## config.mk

```make
export PLATFORM = sky130hd
export DESIGN_NAME = ldp_param_map
export DESIGN_NICKNAME = d
export VERILOG_FILES = /design/src/common/ldp_pkg.sv /design/src/rtl/ldp_param_map.sv
export SDC_FILE = /design/constraint.sdc
export NUM_CORES = 1
export LEC_CHECK = 0
export BUFFER_PORTS_ARGS = -buffer_cell sky130_fd_sc_hd__buf_2
export CAP_MARGIN = 20
export CORE_MARGIN = 1.5
export CORE_UTILIZATION = 56
export DETAILED_ROUTE_END_ITERATION = 10
export PLACE_DENSITY = 0.8
export SLEW_MARGIN = 30
export SYNTH_ARGS = -nofsm -noshare
export SYNTH_HDL_FRONTEND = slang
export SYNTH_SLANG_ARGS = --single-unit
```

## constraint.sdc

```tcl
create_clock -name clk -period 3.83 [get_ports clk]
set_input_delay 0.383 -clock clk [delete_from_list [all_inputs] [get_ports clk]]
set_output_delay 0.383 -clock clk [all_outputs]
set_load 0.01 [all_outputs]
```

## src/common/ldp_pkg.sv

```systemverilog
// Parameter numbers, field positions, command codes and carrier types of the driver map
package ldp_pkg;

  // Parameter numbers
  localparam logic [15:0] P_FREQ_SET = 16'h0100;
  localparam logic [15:0] P_FREQ_MIN = 16'h0101;
  localparam logic [15:0] P_FREQ_MAX = 16'h0102;
  localparam logic [15:0] P_DUR_SET = 16'h0200;
  localparam logic [15:0] P_DUR_MIN = 16'h0201;
  localparam logic [15:0] P_DUR_MAX = 16'h0202;
  localparam logic [15:0] P_CUR_SET = 16'h0300;
  localparam logic [15:0] P_CUR_MIN = 16'h0301;
  localparam logic [15:0] P_CUR_MAX = 16'h0302;
  localparam logic [15:0] P_CUR_MEAS = 16'h0307;
  localparam logic [15:0] P_CUR_CAL = 16'h030e;
  localparam logic [15:0] P_VOLT_MEAS = 16'h0407;
  localparam logic [15:0] P_DEV_STATE = 16'h0700;
  localparam logic [15:0] P_SERIAL = 16'h0701;
  localparam logic [15:0] P_MODEL = 16'h0702;
  localparam logic [15:0] P_FEATURES = 16'h0703;
  localparam logic [15:0] P_LOCK = 16'h0800;
  localparam logic [15:0] P_TEC_SET = 16'h0a10;
  localparam logic [15:0] P_TEC_HI = 16'h0a11;
  localparam logic [15:0] P_TEC_LO = 16'h0a12;
  localparam logic [15:0] P_TEC_ABS_MAX = 16'h0a13;
  localparam logic [15:0] P_TEC_ABS_MIN = 16'h0a14;
  localparam logic [15:0] P_TEC_MEAS = 16'h0a15;
  localparam logic [15:0] P_TEC_CUR_MEAS = 16'h0a16;
  localparam logic [15:0] P_TEC_CUR_LIM = 16'h0a17;
  localparam logic [15:0] P_TEC_VOLT_MEAS = 16'h0a18;
  localparam logic [15:0] P_TEC_VOLT_LIM = 16'h0a19;
  localparam logic [15:0] P_TEC_STATE = 16'h0a1a;
  localparam logic [15:0] P_TEC_CUR_ABS = 16'h0a1c;
  localparam logic [15:0] P_TEC_VOLT_ABS = 16'h0a1d;
  localparam logic [15:0] P_TEC_COEF = 16'h0a1e;
  localparam logic [15:0] P_TEC_BETA = 16'h0a1f;

  // Calibration default and range
  localparam logic [15:0] CAL_RESET = 16'h2710;
  localparam logic [15:0] CAL_LOW = 16'h251c;
  localparam logic [15:0] CAL_HIGH = 16'h2904;

  // State command codes
  localparam logic [15:0] CMD_START = 16'h0008;
  localparam logic [15:0] CMD_STOP = 16'h0010;
  localparam logic [15:0] CMD_CUR_INT = 16'h0020;
  localparam logic [15:0] CMD_CUR_EXT = 16'h0040;
  localparam logic [15:0] CMD_EN_EXT = 16'h0200;
  localparam logic [15:0] CMD_EN_INT = 16'h0400;
  localparam logic [15:0] CMD_ILK_ALLOW = 16'h1000;
  localparam logic [15:0] CMD_ILK_DENY = 16'h2000;
  localparam logic [15:0] CMD_NTC_DENY = 16'h4000;
  localparam logic [15:0] CMD_NTC_ALLOW = 16'h8000;

  // Status mask bit positions
  localparam int ST_POWER = 0;
  localparam int ST_RUN = 1;
  localparam int ST_CUR_INT = 2;
  localparam int ST_EN_INT = 4;
  localparam int ST_NTC_DENY = 6;
  localparam int ST_ILK_DENY = 7;
  localparam int LK_ILK = 1;
  localparam int LK_OVC = 3;
  localparam int LK_HEAT = 4;
  localparam int LK_NTC = 5;

  // Characters of the text protocol
  localparam logic [7:0] CH_SET = 8'h50;
  localparam logic [7:0] CH_GET = 8'h4a;
  localparam logic [7:0] CH_ANS = 8'h4b;
  localparam logic [7:0] CH_ERR = 8'h45;
  localparam logic [7:0] CH_SPACE = 8'h20;
  localparam logic [7:0] CH_CR = 8'h0d;
  localparam logic [7:0] CH_ZERO = 8'h30;
  localparam logic [3:0] REPLY_GET_LEN = 4'hb;
  localparam logic [3:0] REPLY_ERR_LEN = 4'h6;

  typedef enum logic [2:0] {
    S_IDLE = 3'b000,
    S_NUM = 3'b001,
    S_SPACE = 3'b010,
    S_VAL = 3'b011,
    S_END = 3'b100,
    S_SKIP = 3'b101,
    S_SEND = 3'b110
  } ldp_state_type;

  typedef struct packed {
    logic [15:0] cur_meas;
    logic [15:0] volt_meas;
    logic [15:0] tec_temp_meas;
    logic [15:0] tec_cur_meas;
    logic [15:0] tec_volt_meas;
  } ldp_meas_type;

  typedef struct packed {
    logic [15:0] freq;
    logic [15:0] dur;
    logic [15:0] cur;
    logic [15:0] cal;
    logic [15:0] tec_temp;
    logic [15:0] tec_hi;
    logic [15:0] tec_lo;
    logic [15:0] tec_ilim;
    logic [15:0] tec_vlim;
    logic [15:0] tec_coef;
    logic [15:0] beta;
  } ldp_setpt_type;

  typedef struct packed {
    logic ilk;
    logic ovc;
    logic heat;
    logic ntc;
  } ldp_fault_type;

endpackage : ldp_pkg

```

## src/rtl/ldp_param_map.sv

```systemverilog
// Text command interpreter and parameter map of the laser driver
`timescale 1ns/1ps
`default_nettype none

// Overview of operation
// Calibration parameter 030E is read/write, in hundredths of a percent.
// Calibration resets to 2710h; writes are held within 251Ch to 2904h.
// Parameter 0307 reads back measured laser current, tenths of ampere.
// Writes to 0700 are command codes for run, current, enable, interlocks.
// Device state read always shows bit 0 set for powered.
// State bits 1,2,4,6,7 show run, internal current, internal enable, denials.
// Parameter 0701 returns serial number and ignores writes.
// Parameter 0702 returns model and version identifier, read only.
// Parameter 0703 is capability mask: frequency, duration, current bits.
// Parameter 0800 shows interlock, over-current, overheat, NTC faults.
// TEC state read: bit 0 one, bit 1 running, bit 6 interlock denied.
// Writes to 0A1A start, stop, allow or deny the TEC interlock.
// After reset: external current set, external enable, interlock allowed.
// Host starts exchanges; set command P nnnn vvvv CR gets no reply.
// Get command J nnnn CR is answered K nnnn space vvvv CR; an unknown nnnn is answered K 0000 space 0000 instead.
// Bad format gives error reply 0000; unknown command gives 0001.
// Read-only parameters ignore writes; command registers read as status.
module ldp_param_map import ldp_pkg::*; #(
  parameter logic [15:0] FREQ_MIN = 16'h0000,
  parameter logic [15:0] FREQ_MAX = 16'hffff,
  parameter logic [15:0] DUR_MIN = 16'h0000,
  parameter logic [15:0] DUR_MAX = 16'hffff,
  parameter logic [15:0] CUR_MIN = 16'h0000,
  parameter logic [15:0] CUR_MAX = 16'hffff,
  parameter logic [15:0] TEC_ABS_MIN = 16'h0000,
  parameter logic [15:0] TEC_ABS_MAX = 16'hffff,
  parameter logic [15:0] TEC_CUR_ABS = 16'hffff,
  parameter logic [15:0] TEC_VOLT_ABS = 16'hffff,
  // Arbitrary identity values
  parameter logic [15:0] SERIAL_NUMBER = 16'h0001,
  parameter logic [15:0] MODEL_ID = 16'h0001,
  parameter logic [15:0] FEATURE_MASK = 16'h000f
) (
  input wire logic clk,
  input wire logic rstn,
  input wire logic [7:0] rx_data,
  input wire logic rx_valid,
  output logic rx_ready,
  output logic [7:0] tx_data,
  output logic tx_valid,
  input wire logic tx_ready,
  input wire ldp_meas_type meas,
  input wire ldp_fault_type fault_pin,
  output ldp_setpt_type setpt,
  output logic laser_run,
  output logic current_internal,
  output logic enable_internal,
  output logic interlock_deny,
  output logic ntc_interlock_deny,
  output logic tec_run,
  output logic tec_interlock_deny
);

  if (FREQ_MIN > FREQ_MAX || DUR_MIN > DUR_MAX || CUR_MIN > CUR_MAX) begin : g_bad_limits
    $error("Minimum above maximum");
  end

  function automatic logic [4:0] hex_nib(input logic [7:0] c);
    if (c >= 8'h30 && c <= 8'h39) begin
      hex_nib = {1'b1, 4'(c - 8'h30)};
    end else if (c >= 8'h41 && c <= 8'h46) begin
      hex_nib = {1'b1, 4'(c - 8'h37)};
    end else if (c >= 8'h61 && c <= 8'h66) begin
      hex_nib = {1'b1, 4'(c - 8'h57)};
    end else begin
      hex_nib = 5'h00;
    end
  endfunction : hex_nib

  function automatic logic [7:0] nib_hex(input logic [3:0] n);
    nib_hex = (n < 4'ha) ? (8'h30 + {4'h0, n}) : (8'h37 + {4'h0, n});
  endfunction : nib_hex

  function automatic logic [15:0] clamp16(input logic [15:0] v, input logic [15:0] lo,
                                          input logic [15:0] hi);
    clamp16 = (v < lo) ? lo : ((v > hi) ? hi : v);
  endfunction : clamp16

  ldp_state_type state_r;
  logic [1:0] digit_cnt_r;
  logic is_set_r, err_unknown_r;
  logic [15:0] num_r, val_r;
  logic [7:0] reply_r [0:10];
  logic [3:0] reply_len_r, reply_idx_r;
  logic [3:0] fault_ff1_r, fault_ff2_r, fault_ff3_r, fault_r;
  logic run_r, cur_int_r, en_int_r, ilk_deny_r, ntc_deny_r, tec_run_r, tec_ilk_deny_r;
  ldp_setpt_type setpt_r;
  logic [15:0] dev_status, tec_status, lock_status, read_val;
  logic [4:0] nib;
  logic read_known, rx_take, exec_set, exec_get, bad_format, bad_command, err_done;

  assign rx_ready = (state_r != S_SEND);
  assign rx_take = rx_valid && rx_ready;
  assign nib = hex_nib(rx_data);
  assign exec_set = rx_take && state_r == S_END && rx_data == CH_CR && is_set_r;
  assign exec_get = rx_take && state_r == S_END && rx_data == CH_CR && !is_set_r;
  assign err_done = rx_take && state_r == S_SKIP && rx_data == CH_CR;
  assign bad_command = rx_take && state_r == S_IDLE && rx_data != CH_SET &&
                       rx_data != CH_GET && rx_data != CH_CR;
  always_comb begin
    bad_format = 1'b0;
    if (rx_take) begin
      case (state_r)
        S_NUM, S_VAL: bad_format = !nib[4];
        S_SPACE: bad_format = rx_data != CH_SPACE;
        S_END: bad_format = rx_data != CH_CR;
        default: bad_format = 1'b0;
      endcase
    end
  end

  // Command parser
  always_ff @(posedge clk or negedge rstn) begin
    if (!rstn) begin
      state_r <= S_IDLE;
      digit_cnt_r <= 2'h0;
      is_set_r <= 1'b0;
      num_r <= 16'h0000;
      val_r <= 16'h0000;
      err_unknown_r <= 1'b0;
    end else if (bad_format) begin
      err_unknown_r <= 1'b0;
      state_r <= (rx_data == CH_CR) ? S_SEND : S_SKIP;
    end else if (rx_take || state_r == S_SEND) begin
      case (state_r)
        S_IDLE: begin
          digit_cnt_r <= 2'h0;
          is_set_r <= rx_data == CH_SET;
          if (rx_data == CH_SET || rx_data == CH_GET) begin
            state_r <= S_NUM;
          end else if (bad_command) begin
            err_unknown_r <= 1'b1;
            state_r <= S_SKIP;
          end
        end
        S_NUM: begin
          num_r <= {num_r[11:0], nib[3:0]};
          digit_cnt_r <= digit_cnt_r + 2'h1;
          if (digit_cnt_r == 2'h3) begin
            state_r <= is_set_r ? S_SPACE : S_END;
          end
        end
        S_SPACE: begin
          digit_cnt_r <= 2'h0;
          state_r <= S_VAL;
        end
        S_VAL: begin
          val_r <= {val_r[11:0], nib[3:0]};
          digit_cnt_r <= digit_cnt_r + 2'h1;
          if (digit_cnt_r == 2'h3) begin
            state_r <= S_END;
          end
        end
        S_END: state_r <= exec_set ? S_IDLE : S_SEND;
        S_SKIP: begin
          if (err_done) begin
            state_r <= S_SEND;
          end
        end
        S_SEND: begin
          if (tx_ready && reply_idx_r == reply_len_r - 4'h1) begin
            state_r <= S_IDLE;
          end
        end
        default: state_r <= S_IDLE;
      endcase
    end
  end

  // Read-back masks
  always_comb begin
    dev_status = 16'h0000;
    dev_status[ST_POWER] = 1'b1;
    dev_status[ST_RUN] = run_r;
    dev_status[ST_CUR_INT] = cur_int_r;
    dev_status[ST_EN_INT] = en_int_r;
    dev_status[ST_NTC_DENY] = ntc_deny_r;
    dev_status[ST_ILK_DENY] = ilk_deny_r;
    tec_status = 16'h0000;
    tec_status[ST_POWER] = 1'b1;
    tec_status[ST_RUN] = tec_run_r;
    tec_status[ST_NTC_DENY] = tec_ilk_deny_r;
    lock_status = 16'h0000;
    lock_status[LK_ILK] = fault_r[3];
    lock_status[LK_OVC] = fault_r[2];
    lock_status[LK_HEAT] = fault_r[1];
    lock_status[LK_NTC] = fault_r[0];
  end

  // Parameter read decode
  always_comb begin
    read_known = 1'b1;
    case (num_r)
      P_FREQ_SET: read_val = setpt_r.freq;
      P_FREQ_MIN: read_val = FREQ_MIN;
      P_FREQ_MAX: read_val = FREQ_MAX;
      P_DUR_SET: read_val = setpt_r.dur;
      P_DUR_MIN: read_val = DUR_MIN;
      P_DUR_MAX: read_val = DUR_MAX;
      P_CUR_SET: read_val = setpt_r.cur;
      P_CUR_MIN: read_val = CUR_MIN;
      P_CUR_MAX: read_val = CUR_MAX;
      P_CUR_MEAS: read_val = meas.cur_meas;
      P_CUR_CAL: read_val = setpt_r.cal;
      P_VOLT_MEAS: read_val = meas.volt_meas;
      P_DEV_STATE: read_val = dev_status;
      P_SERIAL: read_val = SERIAL_NUMBER;
      P_MODEL: read_val = MODEL_ID;
      P_FEATURES: read_val = FEATURE_MASK;
      P_LOCK: read_val = lock_status;
      P_TEC_SET: read_val = setpt_r.tec_temp;
      P_TEC_HI: read_val = setpt_r.tec_hi;
      P_TEC_LO: read_val = setpt_r.tec_lo;
      P_TEC_ABS_MAX: read_val = TEC_ABS_MAX;
      P_TEC_ABS_MIN: read_val = TEC_ABS_MIN;
      P_TEC_MEAS: read_val = meas.tec_temp_meas;
      P_TEC_CUR_MEAS: read_val = meas.tec_cur_meas;
      P_TEC_CUR_LIM: read_val = setpt_r.tec_ilim;
      P_TEC_VOLT_MEAS: read_val = meas.tec_volt_meas;
      P_TEC_VOLT_LIM: read_val = setpt_r.tec_vlim;
      P_TEC_STATE: read_val = tec_status;
      P_TEC_CUR_ABS: read_val = TEC_CUR_ABS;
      P_TEC_VOLT_ABS: read_val = TEC_VOLT_ABS;
      P_TEC_COEF: read_val = setpt_r.tec_coef;
      P_TEC_BETA: read_val = setpt_r.beta;
      default: begin
        read_val = 16'h0000;
        read_known = 1'b0;
      end
    endcase
  end

  // Reply builder and sender
  always_ff @(posedge clk or negedge rstn) begin
    if (!rstn) begin
      for (int i = 0; i < 11; i++) begin
        reply_r[i] <= 8'h00;
      end
      reply_len_r <= 4'h0;
      reply_idx_r <= 4'h0;
    end else if (exec_get) begin
      reply_r[0] <= CH_ANS;
      for (int i = 0; i < 4; i++) begin
        reply_r[1 + i] <= read_known ? nib_hex(num_r[15 - 4 * i -: 4]) : CH_ZERO;
        reply_r[6 + i] <= nib_hex(read_val[15 - 4 * i -: 4]);
      end
      reply_r[5] <= CH_SPACE;
      reply_r[10] <= CH_CR;
      reply_len_r <= REPLY_GET_LEN;
      reply_idx_r <= 4'h0;
    end else if (err_done || (bad_format && rx_data == CH_CR)) begin
      reply_r[0] <= CH_ERR;
      reply_r[1] <= CH_ZERO;
      reply_r[2] <= CH_ZERO;
      reply_r[3] <= CH_ZERO;
      reply_r[4] <= err_unknown_r && state_r == S_SKIP ? 8'h31 : CH_ZERO;
      reply_r[5] <= CH_CR;
      reply_len_r <= REPLY_ERR_LEN;
      reply_idx_r <= 4'h0;
    end else if (state_r == S_SEND && tx_ready) begin
      reply_idx_r <= (reply_idx_r == reply_len_r - 4'h1) ? 4'h0 : reply_idx_r + 4'h1;
    end
  end

  assign tx_valid = (state_r == S_SEND);
  assign tx_data = reply_r[reply_idx_r];

  // Fault pin synchroniser, change taken when stages two and three agree
  always_ff @(posedge clk or negedge rstn) begin
    if (!rstn) begin
      fault_ff1_r <= 4'h0;
      fault_ff2_r <= 4'h0;
      fault_ff3_r <= 4'h0;
      fault_r <= 4'h0;
    end else begin
      fault_ff1_r <= fault_pin;
      fault_ff2_r <= fault_ff1_r;
      fault_ff3_r <= fault_ff2_r;
      for (int i = 0; i < 4; i++) begin
        if (fault_ff2_r[i] == fault_ff3_r[i]) begin
          fault_r[i] <= fault_ff3_r[i];
        end
      end
    end
  end

  // Driver state commands
  always_ff @(posedge clk or negedge rstn) begin
    if (!rstn) begin
      run_r <= 1'b0;
      cur_int_r <= 1'b0;
      en_int_r <= 1'b0;
      ilk_deny_r <= 1'b0;
      ntc_deny_r <= 1'b0;
    end else if (exec_set && num_r == P_DEV_STATE) begin
      run_r <= (val_r == CMD_START) && en_int_r;
      case (val_r)
        CMD_CUR_INT: cur_int_r <= 1'b1;
        CMD_CUR_EXT: cur_int_r <= 1'b0;
        CMD_EN_EXT: en_int_r <= 1'b0;
        CMD_EN_INT: en_int_r <= 1'b1;
        CMD_ILK_ALLOW: ilk_deny_r <= 1'b0;
        CMD_ILK_DENY: ilk_deny_r <= 1'b1;
        CMD_NTC_DENY: ntc_deny_r <= 1'b1;
        CMD_NTC_ALLOW: ntc_deny_r <= 1'b0;
        default: ;
      endcase
    end
  end

  // Cooler state commands
  always_ff @(posedge clk or negedge rstn) begin
    if (!rstn) begin
      tec_run_r <= 1'b0;
      tec_ilk_deny_r <= 1'b0;
    end else if (exec_set && num_r == P_TEC_STATE) begin
      case (val_r)
        CMD_START: tec_run_r <= 1'b1;
        CMD_STOP: tec_run_r <= 1'b0;
        CMD_ILK_ALLOW: tec_ilk_deny_r <= 1'b0;
        CMD_ILK_DENY: tec_ilk_deny_r <= 1'b1;
        default: ;
      endcase
    end
  end

  // Writable setpoints; read-only numbers fall to the default and store nothing
  always_ff @(posedge clk or negedge rstn) begin
    if (!rstn) begin
      setpt_r <= '0;
      setpt_r.freq <= FREQ_MIN;
      setpt_r.dur <= DUR_MIN;
      setpt_r.cur <= CUR_MIN;
      setpt_r.cal <= CAL_RESET;
    end else if (exec_set) begin
      case (num_r)
        P_FREQ_SET: setpt_r.freq <= clamp16(val_r, FREQ_MIN, FREQ_MAX);
        P_DUR_SET: setpt_r.dur <= clamp16(val_r, DUR_MIN, DUR_MAX);
        P_CUR_SET: setpt_r.cur <= clamp16(val_r, CUR_MIN, CUR_MAX);
        P_CUR_CAL: setpt_r.cal <= clamp16(val_r, CAL_LOW, CAL_HIGH);
        P_TEC_SET: setpt_r.tec_temp <= val_r;
        P_TEC_HI: setpt_r.tec_hi <= val_r;
        P_TEC_LO: setpt_r.tec_lo <= val_r;
        P_TEC_CUR_LIM: setpt_r.tec_ilim <= val_r;
        P_TEC_VOLT_LIM: setpt_r.tec_vlim <= val_r;
        P_TEC_COEF: setpt_r.tec_coef <= val_r;
        P_TEC_BETA: setpt_r.beta <= val_r;
        default: ;
      endcase
    end
  end

  assign setpt = setpt_r;
  assign laser_run = run_r;
  assign current_internal = cur_int_r;
  assign enable_internal = en_int_r;
  assign interlock_deny = ilk_deny_r;
  assign ntc_interlock_deny = ntc_deny_r;
  assign tec_run = tec_run_r;
  assign tec_interlock_deny = tec_ilk_deny_r;

  a_cal_range: assert property (@(posedge clk) disable iff (!rstn)
    setpt_r.cal >= CAL_LOW && setpt_r.cal <= CAL_HIGH) else $error("Calibration out of range");
  a_start_cmd: assert property (@(posedge clk) disable iff (!rstn)
    exec_set && num_r == P_DEV_STATE && val_r == CMD_START && en_int_r |=> run_r)
    else $error("Start command ignored");
  a_other_stops: assert property (@(posedge clk) disable iff (!rstn)
    exec_set && num_r == P_DEV_STATE && val_r != CMD_START |=> !run_r)
    else $error("State command left output running");
  a_state_mask: assert property (@(posedge clk) disable iff (!rstn)
    dev_status[0] && dev_status[1] == laser_run && dev_status[7] == interlock_deny &&
    dev_status[2] == current_internal) else $error("Device state mask wrong");
  a_tec_cmds: assert property (@(posedge clk) disable iff (!rstn)
    exec_set && num_r == P_TEC_STATE && val_r == CMD_ILK_DENY |=> tec_interlock_deny)
    else $error("Cooler interlock deny ignored");
  a_tec_mask: assert property (@(posedge clk) disable iff (!rstn)
    tec_status[0] && tec_status[1] == tec_run && tec_status[6] == tec_interlock_deny)
    else $error("Cooler state mask wrong");
  a_set_silent: assert property (@(posedge clk) disable iff (!rstn)
    exec_set |=> !tx_valid[*2]) else $error("Reply sent to set command");
  a_get_reply: assert property (@(posedge clk) disable iff (!rstn)
    exec_get |=> tx_valid && tx_data == CH_ANS ##0 (tx_valid [*8]) ##1 (tx_valid [*3]))
    else $error("Get reply malformed");
  a_err_reply: assert property (@(posedge clk) disable iff (!rstn)
    err_done |=> tx_valid && tx_data == CH_ERR) else $error("Error reply missing");
  a_ro_kept: assert property (@(posedge clk) disable iff (!rstn)
    exec_set && num_r == P_CUR_MEAS |=> $stable(setpt_r)) else $error("Read-only write stored");

endmodule : ldp_param_map

`default_nettype wire
```

# Word-level counts from Yosys, hierarchy flattened
# Cells that the tools add are included.
# W data, S select, Z words.
# word_totals
reg_bits	327
out_inout_bits	193
# op_classes
n_addsub	22
n_lt_le_gt_ge	19
eq_ne	68
n_mux	58
n_bitwise	2
reduce_logical	66
# ops
op	n
$pmux W16 S22	1
$eq A16 B12 Y1 const B	16
$eq A16 B10 Y1 const B	9
$add A6 B4 Y7 const A	16
$eq A16 B11 Y1 const B	6
$mux W48	2
$mux W7	12
$mux W16	4
$eq A16 B9 Y1 const B	3
$reduce_and A2 Y1	17
$bmux W8 S4	1
$lt A4 B4 Y1 const B	8
$reduce_or A32 Y1	1
$mux W3	10
$mux W4	6
$logic_and A1 B1 Y1	21
$pmux W3 S7	1
$reduce_bool A2 Y1	10
$eq A16 B13 Y1 const B	1
$eq A16 B14 Y1 const B	1
$eq A16 B15 Y1 const B	1
$eq A16 B16 Y1 const B	1
$eq A16 B4 Y1 const B	1
$eq A16 B5 Y1 const B	1
48 further kinds	85

# Logic depth before layout (Yosys ltp)
# logic_depth
depth_word	12
mapped_depth	16

# Least setup slack after synthesis
# Ideal clock, no wire load.
# synth_path
kind	register to register
startpoint	register num_r[8]
endpoint	register reply_r[34] in the netlist's numbering
setup_ns	0.076
arrival_time_ns	3.099
t_required_ns	3.754
setup_slack_ns	0.655
stages_incl_launch_ff	15
n_path_buf	3
period_less_slack_ns	3.175
cell_sequence	dfrtp_1 inv_1 ha_1 clkbuf_2 nor4bb_1 and3_1 clkbuf_1 clkbuf_1 a32o_1 a221oi_1 and3_4 ha_1 nor2b_1 mux2_2 o21ai_1
# synth_via
elab_chain_len	5
word_cells_on_any_way	35
cone_classes	add/sub (2); order compare (1); eq/ne (28); mux (2); reduce/logical (2)
# synth_lines
item	line	source
from (decl)	ldp_param_map.sv:87	logic [15:0] num_r, val_r;
from (signal assigned)	ldp_param_map.sv:142	num_r <= {num_r[11:0], nib[3:0]};
$eq A16 B12 Y1, or another cell as far along	ldp_param_map.sv:198	case (num_r)
$reduce_or A6 Y1 (no source line) or $reduce_or A2 Y1 (tied branches)	--	
$pmux W16 S22 (*)	ldp_param_map.sv:198	
$add A6 B4 Y7 or $lt A4 B4 Y1 (tied branches)	ldp_param_map.sv:76	nib_hex = (n < 4'ha) ? (8'h30 + {4'h0, n}) : (8'h37 + {4'h0, n});
$mux W7 (*)	ldp_param_map.sv:76	
to (signal, indexed assignment)	ldp_param_map.sv:249	reply_r[1 + i] <= read_known ? nib_hex(num_r[15 - 4 * i -: 4]) : CH_ZERO;
to (signal, indexed assignment)	ldp_param_map.sv:250	reply_r[6 + i] <= nib_hex(read_val[15 - 4 * i -: 4]);
to (decl)	ldp_param_map.sv:88	logic [7:0] reply_r [0:10];
# Every way passes the cells marked *; elsewhere a longest branch is shown, timed or not.
# A chain may end at the register's enable or synchronous reset.

# Worst setup path in the final report
# layout_path
startpoint	register num_r[1]
endpoint	register reply_r[30] in the netlist's numbering
# The elaborated chain is that of the path after synthesis.

==> results.py <==
metrics = {
    "timing": {
        "finalCritPeriodShare_pct": 93.4,
        "hold_viol_final": 0,
        "fin_crit_ps": 3580,
        "rsz0062_at_grt": "no",
        "tns_ps": 0,
        "finalClockSkew_ps": 35.5,
        "slew_viol_final": 0,
        "max_slew.worst_pin.slew_ps": 901,
        "timing.fmax_mhz": 280,
        "setup_viol": 0,
        "slew_headroom_pct": 39.9,
    },
    "yosys": {
        "ys_ff_latch": 302,
        "synthXorXnorAreaFrac_pct": 0.798,
        "avgSynthCellArea_um2": 10.3,
        "synth-edff-count": 0,
        "async_flop_share_pct": 100,
        "synth_compound_area_share_pct": 18.1,
        "yosys_warnings": 0,
        "yosys.area_share.simple_pct": 13.9,
        "ys_seq_area_share_pct": 49.2,
        "synthMuxAreaShare_pct": 11.8,
        "synth_top_area_cell": "dfrtp_1",
        "netlist_area_um2": 15400,
        "yosysTopAreaCellShare_pct": 48.3,
        "synth_fa_ha_area_share_pct": 2.21,
        "netlist_instances": 1490,
        "synth_top_family_by_area": "compound AO/OA/AOI/OAI gates",
        "syn-num-nets": 1610,
        "yosys_most_used_dff": "dfrtp_1",
        "synth_cell_type_count": 90,
        "synth_area_leaders": "dfrtp_1, mux2_2, nand2_1, o21ai_0, ha_1",
    },
    "critical_path": {
        "worst-path-max-fanout": 9,
        "crit_required_ps": 4220,
        "cp-start-kind": "register",
        "cp-startpoint": "num_r[1]",
        "r2r_start": "num_r[1]",
        "path_cells": "inv_1, ha_1, and3b_1, a221o_1, o21ai_0, nand3_1, nor2_1, ha_1, o21a_1, nor2_1, a21o_1",
        "criticalPathCategory": "register to register",
        "cp-end-kind": "register",
        "crit_slowest_cell": "o21ai_0",
        "cpPeakStageDelay_ps": 550,
        "cp.arrival_ps": 3970,
    },
    "outcome": {
        "status": "finished, final reports clean",
    },
    "floorplanning": {
        "core_area_um2": 27000,
        "chipHeight_um": 169,
        "chipWidth_um": 169,
        "start_util_pct": 57.0,
        "die_area_um2": 28500,
        "pin_count": 289,
        "core.rowCount": 60,
    },
    "power_and_ir_drop": {
        "ir_drop_mv": 0.344,
        "power.total_mw": 8.86,
        "power_density_nw_per_um2": 476,
        "cellLeakagePower_nw": 9.26,
    },
    "cts": {
        "cts_resized": 0,
        "tritoncts": "done",
        "cts_max_path_buffers": 3,
        "root_buffer": "clkbuf_16",
        "cts_buffers": 34,
        "clk_latency_ps": 530,
        "cts-hold-fix-buffers": 5,
        "h-tree-depth": 2,
        "cts_sinks": 302,
        "path_clk_slew_ps": 60,
        "post-cts-setup-buffers": 0,
    },
    "global_route": {
        "overflow": 0,
        "antenna_found_initial": 1,
        "grt_pass1_wl_mm": 84.1,
        "grt_pass1_vias": 13798,
        "grt_max_degree": 118,
        "track_usage_pct": 39.2,
    },
    "drt": {
        "drt_iter0_markers": 2078,
        "drcViolationCount": 0,
        "routed_wl_mm": 56.1,
        "dr.pass1.iters": 7,
        "vias": 14386,
        "ant_nets": 0,
        "avgRoutedWirePerCell_um": 26.2,
        "avgViaCountPerCell": 6.72,
    },
    "placed_design": {
        "hpwl_mm": 40.8,
        "gp_congestion": 1.03,
        "numPortBuffers": 287,
    },
    "cells_and_area": {
        "layout_common_cells": "dfrtp_1, buf_2, nand2_1",
        "final_common_cell": "dfrtp_1",
        "drive_above_1_share_pct": 32.3,
        "register_area_um2": 7560,
        "nNetsFinal": 1897,
        "multi_input_area_um2": 7210,
        "fillCellCount": 1975,
        "syn2layout_area_growth_pct": 21.1,
    },
    "worst_hold_path": {
        "min_from": "tx_ready",
        "hp-class": "input pin to register",
    },
    "run": {
        "maxCapViolations": 0,
    },
}
==> metal layers <==
layer	wire (um)	vias up	track usage [%]
li1	-	6052	-
met4	3000	0	19.2
met3	6610	221	8.49
met1	21200	7026	53.1
met5	0	-	0
met2	25300	1087	60.3
==> sequential cells by signal (all words and copies together), names as in the netlist <==
| register | count |
|---|---|
| fault_ff3_r | 4 |
| laser_run | 1 |
| fault_ff1_r | 4 |
| state_r | 3 |
| fault_r | 4 |
| enable_internal | 1 |
| ntc_interlock_deny | 1 |
| tec_interlock_deny | 1 |
| tec_run | 1 |
| current_internal | 1 |
| interlock_deny | 1 |
| num_r | 16 |
| reply_idx_r | 4 |
| reply_r | 57 |
| is_set_r | 1 |
| err_unknown_r | 1 |
| reply_len_r | 3 |
| setpt | 176 |
| val_r | 16 |
| fault_ff2_r | 4 |
| digit_cnt_r | 2 |
==> worst paths after layout <==
path	depth (start not counted)	to	slack (ps)
setup / recovery	11	reply_r[30]	250
hold / removal	4	reply_idx_r[0]	260
setup reg to reg	11	reply_r[30]	250
hold reg to reg	0	fault_ff2_r[1]	350
max in group asynchronous	4	setpt[121]	2410
min in group asynchronous	2	state_r[0]	330
==> cell usage after synthesis, drive strengths merged (11+ instances only) <==
cell      n
nand4    13
mux2    132
o31ai    11
and2     14
nor4     11
a21oi    49
ha       24
inv      36
nand3    29
nand2   188
a221oi   16
a21o     12
dfrtp   297
nand2b   18
a22oi    35
buf      33
xnor2    11
o21ai   145
nor3     21
a22o     13
mux2i    24
clkbuf   80
a31oi    12
o22ai    15
a222oi   18
nor2     61
==> area by class of cell <==
| type | instances | share of cell area (%) |
|---|---|---|
| well taps | 341 | 2.29 |
| flip-flops and latches | 302 | 40.6 |
| diodes | 1 | 0.0134 |
| repair buffers | 364 | 11.4 |
| inverters | 36 | 0.726 |
| clock inverters | 12 | 0.948 |
| clock buffers | 47 | 5.27 |
| multi-input cells | 1039 | 38.7 |
==> where the power goes <==
part	total (mW)	switching [mW]	internal, mW
combinational	1.78	1.13	0.650
clock	3.38	1.37	2.01
sequential	3.70	0.360	3.34
==> stage by stage <==
step	instances	area, um^2	hold slack [ps]	util, %	setup WS (ps)
after floorplan	1490	15400	87.4	-	655
after CTS	2140	18600	257	69.0	411
after detailed placement	2076	17400	336	64.5	447
after global routing	2142	18600	274	69.1	171
final	2142	18600	260	69.1	254
after global placement	2076	17400	333	64.5	507
==> kinds of logic after synthesis <==
| group | after synthesis |
|---|---|
| flip-flops | 302 |
| multiplexers | 160 |
| AO/OA/AOI/OAI | 408 |
| other | 1 |
| AND/OR/NAND/NOR | 428 |
| buffers and inverters | 149 |
| XOR/XNOR | 14 |
| adder cells (fa/ha/maj) | 28 |
==> critical path, delay by kind of cell, from the launching register on <==
kind	cells	cell delay (ps)
adders and majority gates	2	640
DFF	1	450
AOI/OAI and AO/OA	4	1240
buffers and inverters	1	150
and+or+nand+nor	4	970
Power figures use the tool's default switching activity.
